### config.mk
export PLATFORM = sky130hd
export DESIGN_NAME = spi_register_access_slave
export DESIGN_NICKNAME = d
export VERILOG_FILES = /design/src/verilog/spi_slave_pkg.sv /design/src/verilog/link_events_if.sv /design/src/verilog/link_pin_sync.sv /design/src/verilog/spi_register_access_slave.sv
export SDC_FILE = /design/constraint.sdc
export NUM_CORES = 1
export LEC_CHECK = 0
export BUFFER_PORTS_ARGS = -buffer_cell sky130_fd_sc_hd__buf_2
export CAP_MARGIN = 25
export CORE_ASPECT_RATIO = 1.1
export CORE_MARGIN = 10
export CORE_UTILIZATION = 35
export CTS_CLUSTER_SIZE = 25
export DETAILED_ROUTE_END_ITERATION = 10
export HOLD_SLACK_MARGIN = 0.08
export PLACE_DENSITY = 0.62
export SETUP_SLACK_MARGIN = 0.1
export SLEW_MARGIN = 30
export SYNTH_ARGS = -nofsm -noshare
export SYNTH_HDL_FRONTEND = slang
export SYNTH_SLANG_ARGS = --single-unit
### constraint.sdc
create_clock -name clk -period 2.6 [get_ports clk]
set_input_delay 0.65 -clock clk [delete_from_list [all_inputs] [get_ports clk]]
set_output_delay 0.65 -clock clk [all_outputs]
set_load 0.03 [all_outputs]
### src/verilog/spi_slave_pkg.sv
/*
 * Constants shared by the serial register access slave and its pin front end.
 * Assumes nothing of its surroundings.
 */
package spi_slave_pkg;

    // ------------------------------------------------------------------
    // Datagram layout
    // ------------------------------------------------------------------
    localparam int unsigned DGRAM_BITS  = 40;
    localparam int unsigned DATA_BITS   = 32;
    localparam int unsigned ADDR_BITS   = 7;
    localparam int unsigned STATUS_BITS = 8;
    localparam int unsigned WR_FLAG_POS = 39;
    localparam int unsigned ADDR_MSB    = 38;
    localparam int unsigned ADDR_LSB    = 32;
    localparam int unsigned CNT_BITS    = 6;

    // ------------------------------------------------------------------
    // Reset values and full datagram count
    // ------------------------------------------------------------------
    localparam logic [DGRAM_BITS-1:0] SHIFT_RESET  = 40'h00_0000_0000;
    localparam logic [DATA_BITS-1:0]  RETURN_RESET = 32'h0000_0000;
    localparam logic [CNT_BITS-1:0]   CNT_RESET    = 6'h00;
    localparam logic [CNT_BITS-1:0]   CNT_FULL     = 6'h28;
    localparam logic [1:0]            SYNC_RESET   = 2'h0;
    localparam logic [1:0]            SYNC_SET     = 2'h3;

    // ------------------------------------------------------------------
    // Link states
    // ------------------------------------------------------------------
    typedef enum logic [1:0] {
        ST_IDLE  = 2'b01,
        ST_SHIFT = 2'b10
    } link_state_t;

endpackage : spi_slave_pkg

### src/verilog/link_events_if.sv
/*
 * Synchronised link levels and edge events passed from the pin front end
 * to the datagram engine. Assumes both ends run on the same system clock.
 */
`timescale 1ns/1ps

interface link_events_if;
    logic selected;
    logic select_fall;
    logic select_rise;
    logic clock_rise;
    logic clock_fall;
    logic data_in;

    modport front (
        output selected,
        output select_fall,
        output select_rise,
        output clock_rise,
        output clock_fall,
        output data_in
    );

    modport engine (
        input selected,
        input select_fall,
        input select_rise,
        input clock_rise,
        input clock_fall,
        input data_in
    );
endinterface : link_events_if

### src/verilog/link_pin_sync.sv
/*
 * Two-stage synchronisers for the host select, clock and data pins, plus
 * edge detection on the synchronised select and clock.
 * Assumes the host clock runs at no more than a quarter of clk.
 */
`timescale 1ns/1ps

module link_pin_sync
    import spi_slave_pkg::*;
(
    // System
    input  wire logic   clk,
    input  wire logic   resetn,
    // Pins
    input  wire logic   host_select_n,
    input  wire logic   host_serial_clock,
    input  wire logic   host_serial_in,
    // Events
    link_events_if.front ev
);

    // ------------------------------------------------------------------
    // Synchronisers: stage 1 feeds stage 2 only
    // ------------------------------------------------------------------
    logic [1:0] cs_sync_q,  cs_sync_d;
    logic [1:0] sck_sync_q, sck_sync_d;
    logic [1:0] sdi_sync_q, sdi_sync_d;
    logic       cs_last_q,  cs_last_d;
    logic       sck_last_q, sck_last_d;

    always_comb begin
        cs_sync_d  = {cs_sync_q[0], host_select_n};
        sck_sync_d = {sck_sync_q[0], host_serial_clock};
        sdi_sync_d = {sdi_sync_q[0], host_serial_in};
        cs_last_d  = cs_sync_q[1];
        sck_last_d = sck_sync_q[1];
    end

    always_ff @(posedge clk or negedge resetn) begin
        if (!resetn) begin
            cs_sync_q  <= SYNC_SET;
            sck_sync_q <= SYNC_RESET;
            sdi_sync_q <= SYNC_RESET;
            cs_last_q  <= 1'b1;
            sck_last_q <= 1'b0;
        end else begin
            cs_sync_q  <= cs_sync_d;
            sck_sync_q <= sck_sync_d;
            sdi_sync_q <= sdi_sync_d;
            cs_last_q  <= cs_last_d;
            sck_last_q <= sck_last_d;
        end
    end

    // ------------------------------------------------------------------
    // Edge events
    // ------------------------------------------------------------------
    assign ev.selected    = ~cs_sync_q[1];
    assign ev.select_fall = cs_last_q & ~cs_sync_q[1];
    assign ev.select_rise = ~cs_last_q & cs_sync_q[1];
    assign ev.clock_rise  = ~sck_last_q & sck_sync_q[1];
    assign ev.clock_fall  = sck_last_q & ~sck_sync_q[1];
    assign ev.data_in     = sdi_sync_q[1];

endmodule : link_pin_sync

### src/verilog/spi_register_access_slave.sv
/*
 * Serial register access slave: exchanges 40-bit datagrams with a host
 * master, returns a status byte and pipelined read or echoed write data,
 * and drives one-cycle register read and write strobes on the user side.
 * Assumes the user side answers a read strobe with data in the same cycle.
 */
// Function
// - A datagram is 40 bits: address byte then a 32-bit data word.
// - Bit 39 is write flag, bits 38..32 the register address.
// - Every transfer first shifts out 8 status bits, then 32 return bits.
// - After a read, return the register captured for that read.
// - After a write, return the data received with that write.
// - Read data is captured when the read datagram completes.
// - A read ignores its data bits and writes no register.
// - Register data is right-aligned in the 32-bit field.
// - Select falling edge starts a transfer.
// - Input sampled on clock rise, output updated after clock fall.
// - Datagrams move most significant bit first, from bit 39.
// - Fewer than 40 clocks make the transfer void.
// - Beyond 40 clocks, input bits reach the output 40 clocks later.
// - Select rising edge executes the last 40 bits received.
`timescale 1ns/1ps

module spi_register_access_slave
    import spi_slave_pkg::*;
#(
    parameter int unsigned DW = DATA_BITS,
    parameter int unsigned AW = ADDR_BITS,
    parameter int unsigned SW = STATUS_BITS
) (
    // System
    input  wire logic          clk,
    input  wire logic          resetn,
    // Host link pins
    input  wire logic          host_select_n,
    input  wire logic          host_serial_clock,
    input  wire logic          host_serial_in,
    output logic               host_serial_out,
    // Status events
    input  wire logic [SW-1:0] status_bits,
    // Register access
    output logic               reg_write,
    output logic               reg_read,
    output logic [AW-1:0]      reg_addr,
    output logic [DW-1:0]      reg_wdata,
    input  wire logic [DW-1:0] reg_rdata
);
    import spi_slave_pkg::*;

    link_events_if ev ();

    link_pin_sync u_sync (
        .clk               (clk),
        .resetn            (resetn),
        .host_select_n     (host_select_n),
        .host_serial_clock (host_serial_clock),
        .host_serial_in    (host_serial_in),
        .ev                (ev)
    );

    // ------------------------------------------------------------------
    // Link state
    // ------------------------------------------------------------------
    link_state_t           state_q,   state_d;
    logic [DGRAM_BITS-1:0] shift_q,   shift_d;
    logic [CNT_BITS-1:0]   cnt_q,     cnt_d;
    logic                  sdo_q,     sdo_d;

    // ------------------------------------------------------------------
    // Command and return state
    // ------------------------------------------------------------------
    logic [DW-1:0]         ret_q,     ret_d;
    logic                  wr_q,      wr_d;
    logic                  rd_q,      rd_d;
    logic [AW-1:0]         addr_q,    addr_d;
    logic [DW-1:0]         wdata_q,   wdata_d;

    logic                  done_ok;
    logic                  cmd_write;

    // Whole datagram seen before select released
    assign done_ok   = (state_q == ST_SHIFT) && ev.select_rise
                       && (cnt_q >= CNT_FULL);
    assign cmd_write = shift_q[WR_FLAG_POS];

    // ------------------------------------------------------------------
    // Shift engine
    // ------------------------------------------------------------------
    always_comb begin
        state_d = state_q;
        shift_d = shift_q;
        cnt_d   = cnt_q;
        sdo_d   = sdo_q;
        unique case (state_q)
            ST_IDLE: begin
                if (ev.select_fall) begin
                    state_d = ST_SHIFT;
                    shift_d = {status_bits, ret_q};
                    cnt_d   = CNT_RESET;
                    sdo_d   = status_bits[SW-1];
                end
            end
            ST_SHIFT: begin
                if (!ev.selected) begin
                    state_d = ST_IDLE;
                end else if (ev.clock_rise) begin
                    shift_d = {shift_q[DGRAM_BITS-2:0], ev.data_in};
                    if (cnt_q != CNT_FULL) begin
                        cnt_d = cnt_q + 6'h01;
                    end
                end else if (ev.clock_fall) begin
                    sdo_d = shift_q[DGRAM_BITS-1];
                end
            end
        endcase
    end

    always_ff @(posedge clk or negedge resetn) begin
        if (!resetn) begin
            state_q <= ST_IDLE;
            shift_q <= SHIFT_RESET;
            cnt_q   <= CNT_RESET;
            sdo_q   <= 1'b0;
        end else begin
            state_q <= state_d;
            shift_q <= shift_d;
            cnt_q   <= cnt_d;
            sdo_q   <= sdo_d;
        end
    end

    // ------------------------------------------------------------------
    // Command execution and return data
    // ------------------------------------------------------------------
    always_comb begin
        ret_d   = ret_q;
        wr_d    = 1'b0;
        rd_d    = 1'b0;
        addr_d  = addr_q;
        wdata_d = wdata_q;
        if (done_ok) begin
            addr_d = shift_q[ADDR_MSB:ADDR_LSB];
            if (cmd_write) begin
                wr_d    = 1'b1;
                wdata_d = shift_q[DW-1:0];
                ret_d   = shift_q[DW-1:0];
            end else begin
                rd_d = 1'b1;
            end
        end
        if (rd_q) begin
            ret_d = reg_rdata;
        end
    end

    always_ff @(posedge clk or negedge resetn) begin
        if (!resetn) begin
            ret_q   <= RETURN_RESET;
            wr_q    <= 1'b0;
            rd_q    <= 1'b0;
            addr_q  <= '0;
            wdata_q <= '0;
        end else begin
            ret_q   <= ret_d;
            wr_q    <= wr_d;
            rd_q    <= rd_d;
            addr_q  <= addr_d;
            wdata_q <= wdata_d;
        end
    end

    // ------------------------------------------------------------------
    // Outputs
    // ------------------------------------------------------------------
    assign host_serial_out = sdo_q;
    assign reg_write       = wr_q;
    assign reg_read        = rd_q;
    assign reg_addr        = addr_q;
    assign reg_wdata       = wdata_q;

endmodule : spi_register_access_slave

Word level (Yosys, flattened, before mapping)
Cells that the tools add are included.
{"block": "op_classes", "n_eq_ne": 10, "n_bitwise": 8, "reduce_logical": 10, "magnitude_cmp": 1, "muxes": 24, "add_sub_neg": 1}
{"cell": "two-way mux 40 bit", "n": 3}
{"cell": "two-way mux 32 bit", "n": 3}
{"cell": "one-hot mux 40 bit (2 select lines)", "n": 1}
{"cell": "two-way mux 6 bit", "n": 4}
{"cell": "one-hot mux 6 bit (2 select lines)", "n": 1}
{"cell": "inequality test 2 bit, second input constant", "n": 5}
{"cell": "two-way mux 1 bit", "n": 8}
{"cell": "AND reduction 4 bit", "n": 2}
{"cell": "adder 6 x 1 -> 6 bit, second input constant", "n": 1}
{"cell": ">= comparator 6 bit, second input constant", "n": 1}
{"cell": "inequality test 6 bit, second input constant", "n": 1}
{"cell": "AND reduction 2 bit", "n": 3}
{"cell": "AND 1 bit", "n": 4}
{"cell": "two-way mux 2 bit", "n": 2}
{"cell": "inequality test 2 x 1 -> 1 bit, second input constant", "n": 2}
{"cell": "NOT 1 bit", "n": 4}
{"cell": "one-hot mux 2 bit (2 select lines)", "n": 1}
{"cell": "nonzero test 2 bit", "n": 2}
{"cell": "AND reduction 3 bit", "n": 1}
{"cell": "== test 2 x 1 -> 1 bit, second input constant", "n": 1}
{"cell": "== test 2 bit, second input constant", "n": 1}
{"cell": "logical AND 1 bit", "n": 2}
{"cell": "one-hot mux 1 bit (2 select lines)", "n": 1}
{"block": "word_totals", "register_bits": 130, "out_inout_bits": 42, "inputBits": 45}

Longest topological paths before layout
{"block": "logic_depth", "ltp_word": 6, "depth_mapped": 6, "depth_no_buf": 5}

Hierarchy
From an unflattened synthesis, not the netlist that was laid out.
{"block": "hier_totals", "cells_unflattened": 590, "area_unflattened_um2": 5566.6}
{"mod": "spi_register_access_slave", "seq_area_each_um2": 3054.2, "area_per_inst_um2": 5328.9, "n_inst": 1, "cells_per_inst": 577}
{"mod": "link_pin_sync", "seq_area_each_um2": 203.9, "area_per_inst_um2": 237.7, "n_inst": 1, "cells_per_inst": 13}

Worst setup path before layout
No wires, ideal clock.
{"block": "synth_path", "kind": "reg2reg", "startpoint": "register u_sync.cs_last_q", "endpoint": "register cnt_q[5]", "period_less_slack_ns": 1.773, "setup_slack_ns": 0.827, "path_stages_with_launch": 6, "t_arrival_ns": 1.695, "path_buffers": 1, "required_ns": 2.523, "path_cell_list": "dfstp_2 or3b_1 and3_4 buf_6 or3_1 a21oi_1"}
{"block": "synth_via", "elab_chain_len": 3}
{"item": "start: declaration", "line": "link_pin_sync.sv:28", "rtl": "logic cs_last_q, cs_last_d;"}
{"item": "start signal: assignment", "line": "link_pin_sync.sv:50", "rtl": "cs_last_q <= cs_last_d;"}
{"item": "AND 1 bit", "line": "link_pin_sync.sv:59", "rtl": "assign ev.select_fall = cs_last_q & ~cs_sync_q[1];"}
{"item": "inequality test 2 bit (no line)"}
{"item": "AND reduction 4 bit (no line)"}
{"item": "end signal: assignment", "line": "spi_register_access_slave.sv:127", "rtl": "cnt_q <= cnt_d;"}
{"item": "end: declaration", "line": "spi_register_access_slave.sv:66", "rtl": "logic [CNT_BITS-1:0] cnt_q, cnt_d;"}
Every way passes these cells.
A chain may end at the register's enable or synchronous reset.

Final worst setup path
{"block": "layout_path", "startpoint": "register state_q[0]", "endpoint": "register shift_q[23]"}
{"block": "layout_via", "elab_chain_len": 3, "elab_cells_between_ends": 7, "classes_between": "eq/ne (5); mux (1); reduce/logical (1)"}
{"item": "start: declaration", "line": "spi_register_access_slave.sv:64", "rtl": "link_state_t state_q, state_d;"}
{"item": "start signal: assignment", "line": "spi_register_access_slave.sv:125", "rtl": "state_q <= state_d;"}
{"item": "== test 2 bit / == test 2 x 1 -> 1 bit (equally long branches)", "line": "spi_register_access_slave.sv:94", "rtl": "unique case (state_q)"}
{"item": "inequality test 2 bit (no line)"}
{"item": "AND reduction 3 bit (no line)"}
{"item": "end signal: assignment", "line": "spi_register_access_slave.sv:126", "rtl": "shift_q <= shift_d;"}
{"item": "end: declaration", "line": "spi_register_access_slave.sv:65", "rtl": "logic [DGRAM_BITS-1:0] shift_q, shift_d;"}
Several ways; a longest one is shown, not always the timed one.

==> impl_metrics.tcl <==
set metrics [dict create \
    dieArea_um2 21270 \
    num_rows 48 \
    finalMaxSlewViolations 0 \
    syn-cell-area_um2 5540 \
    drive_above_1_share 0.2980 \
    syn2layout_area_growth_pct 21.86 \
    die_w_um 140.0 \
    multi_input_comb_area_um2 2143 \
    max_freq_mhz 474.1 \
    top_usage_layer "met2" \
    startpoint "state_q[0]" \
    r2r_cells 4 \
    holdWs_ps 175.6 \
    core_um2 15620 \
    grt-ovfl-total 0 \
    synth_top_family_by_area "multiplexers" \
    postCtsHoldBufs 0 \
    synthCells 463 \
    synth_compound_area_frac 0.08130 \
    critPathSlowestCell "dfstp_2" \
    finalCritPeriodShare 0.8112 \
    holdCritPathClass "in -> async" \
    rsz0062_at_grt "no" \
    yosysSeqAreaShare 0.5881 \
    ys_warn_count 0 \
    cp_top_family "flip-flops" \
    clock_path_buffers 2 \
    vias 3647 \
    path_clk_slew_ps 50 \
    nFillCells 1511 \
    numPortBuffers 86 \
    regArea_um2 3259 \
    criticalPathCategory "reg -> reg" \
    drtPass1Iterations 4 \
    worst_pin_slew_ps 761.8 \
    drtIter0Drc 168 \
    total_leakage_power_uw 0.003071 \
    final_area_um2 6751 \
    wl_per_cell_um 15.59 \
    syn_area_per_cell_um2 11.97 \
    fin_nets 593 \
    yosys.area_share.simple 0.08107 \
    crit_chain "xor2_1, and3_4, buf_4, o21ai_0" \
    drv_cap 0 \
    cp_max_fo 57 \
    io-pin-count 87 \
    numCtsBuffers 17 \
    clock_skew_ps 6.109 \
    outcome "complete, no violations" \
    power_density_nw_per_um2 1005 \
    floorplan.initialDensity 0.3548 \
    synth.distinct_cells 36 \
    ant_nets 0 \
    muxShareOfSynthArea 0.2130 \
    r2r_slack_ps 490 \
    endpoint "shift_q[23]" \
    reg2reg_to "shift_q[23]" \
    synthAdderAreaFrac 0.004517 \
    cp_slowest_stage_delay_ps 580 \
    required_ps 2870 \
    period_minus_slack_ps 2109 \
    cts_num_sinks 130 \
    dp_hpwl_um 7907 \
    place_inst 727 \
    peakVddDrop_uv 445.4 \
    worstPathBufferInverterCount 1 \
    grt_pass1_wl_um 20370 \
    r2r_start "state_q[0]" \
    final_cells 757 \
    drc 0 \
    setup_tns_ps 0 \
    crit_path_end_kind "flip-flop" \
    clock_latency_ps 410 \
    dieHeight_um 152.0 \
    worst_setup_path_start_kind "flip-flop" \
    hold_viol 0 \
    grt_pass1_vias 3934 \
    placed_area_um2 6175 \
    cp.arrival_ps 2380 \
    setup_viol 0 \
    via_per_inst 4.818 \
    cts_tree "built" \
    antenna_found_initial 0 \
    cts-root-buf "clkbuf_16" \
    synth_xor_area_frac 0.004743 \
    use_met1 0.1427 \
    cts_setup_buffers 0 \
    crit_cells 4 \
    finalWirelength_um 11800 \
    n_antenna_cell 0 \
    syn_nets 510 \
    slew_headroom 0.4922 \
    htreeDepth 4 \
    cts-resized-gates 0 \
    grt_start_max_net_pins 66 \
    use_met3 0.03429 \
    globalplace.congestion 0.7799 \
    grt.total_usage 0.1158 \
    grt_use_met2 0.1860 \
    ys_ff_latch 130 \
]
[synthesized netlist by cell type]
cell type / count / area share
o211ai_1: 1 / 0.0014
o41ai_2: 1 / 0.0029
mux2_2: 39 / 0.079
or4bb_1: 1 / 0.0020
nand4b_1: 1 / 0.0016
or3_1: 2 / 0.0023
buf_1: 1 / 0.00068
dfstp_2: 4 / 0.019
nor2b_1: 3 / 0.0034
a2bb2oi_1: 1 / 0.0016
nor3_1: 1 / 0.00090
xnor2_1: 2 / 0.0032
or3b_1: 1 / 0.0016
and4_1: 1 / 0.0016
buf_6: 1 / 0.0020
inv_1: 4 / 0.0027
buf_2: 7 / 0.0063
nor4b_4: 1 / 0.0043
nand4bb_1: 1 / 0.0020
nand2_1: 77 / 0.052
a21oi_1: 3 / 0.0027
o21ai_0: 70 / 0.063
nand2b_1: 3 / 0.0034
xor2_1: 1 / 0.0016
buf_4: 4 / 0.0054
nor2_1: 3 / 0.0020
dfrtp_1: 126 / 0.57
o21a_1: 1 / 0.0014
nand3_1: 2 / 0.0018
o21ai_1: 5 / 0.0045
and3_4: 1 / 0.0020
mux2i_1: 74 / 0.13
ha_1: 2 / 0.0045
clkbuf_1: 15 / 0.010
a31oi_1: 2 / 0.0023
o21bai_1: 1 / 0.0014
[sequential cells by signal, indices dropped and copies added (netlist names), 2 cells and up]
register and cells:
shift_q 40, cnt_q 6, u_sync.cs_sync_q 2, reg_addr 7, u_sync.sck_sync_q 2, state_q 2
ret_q 32, u_sync.sdi_sync_q 2, reg_wdata 32
[metal layers]
layer	up-vias	wire, um
met1	1791	5427
met3	13	416
met5	-	0
li1	1774	-
met2	69	5789
met4	0	165
[layout by cell type (no fill, tap or decap), types with 2 or more instances in the layout]
master and n:
o21ai_0 70, mux2_2 39, clkbuf_8 2, dfrtp_1 125, inv_1 4, dfstp_2 4, clkbuf_16 17, xnor2_1 2
buf_2 85, mux2i_1 74, buf_4 4, nor2_1 3, a31oi_1 2, a21oi_1 3, nand3_1 2, ha_1 2
or3_1 2, bufinv_16 3, o21ai_1 5, buf_12 2, clkinv_2 3, nand2b_1 3, nor2b_1 2, clkbuf_1 5
nand2_1 77
[final cells by class]
| type | count | area share |
|---|---|---|
| Sequential cell | 130 | 0.4828 |
| Multi-Input combinational cell | 301 | 0.3175 |
| Timing Repair Buffer | 92 | 0.07506 |
| Clock buffer | 24 | 0.06987 |
| Tap cell | 200 | 0.03706 |
| Clock inverter | 6 | 0.01557 |
| Inverter | 4 | 0.002224 |
[power breakdown]
| group | switching, uW | internal [uW] | total, uW |
|---|---|---|---|
| registers | 382 | 2430 | 2810 |
| clock network | 803 | 1540 | 2350 |
| logic | 958 | 667 | 1630 |
| total | 2140 | 4640 | 6780 |
[cell families (layout without fill, tap and decap cells)]
group / Yosys count / after routing
compound gates: 85 / 85
fa+ha+maj: 2 / 2
flops: 130 / 130
xor+xnor: 3 / 3
buf+inv: 32 / 126
mux: 113 / 113
simple gates: 98 / 98
[worst reg2reg max path, stage by stage (launching register included)]
cell     delay (ps)
dfstp_2         580
xor2_1          300
and3_4          580
buf_4           370
o21ai_0         140
[metrics by stage]
stage / setup slack, ps / util / total power (uW)
2_1_floorplan: 827.4 / - / 4057
4_1_cts: 493.1 / 0.4324 / 6882
3_5_place_dp: 499.8 / 0.3954 / 4506
3_3_place_gp: 615.5 / 0.3954 / 4407
6_report: 490.9 / 0.4324 / 6784
5_1_grt: 337.4 / 0.4324 / 7223
[how the worst min path moves through the flow]
| stage | startpoint | end | slack [ps] | cells past startpoint |
|---|---|---|---|---|
| floorplan | u_sync.sck_sync_q[0] | u_sync.sck_sync_q[1] | 330 | 0 |
| global placement | u_sync.sdi_sync_q[0] | u_sync.sdi_sync_q[1] | 330 | 0 |
| detailed placement | u_sync.sdi_sync_q[0] | u_sync.sdi_sync_q[1] | 340 | 0 |
| CTS | resetn | reg_addr[4] | 180 | 1 |
| global route | resetn | reg_addr[4] | 190 | 1 |
| finish | resetn | reg_addr[4] | 180 | 1 |
Note: power is estimated with default switching activity, not from simulation.
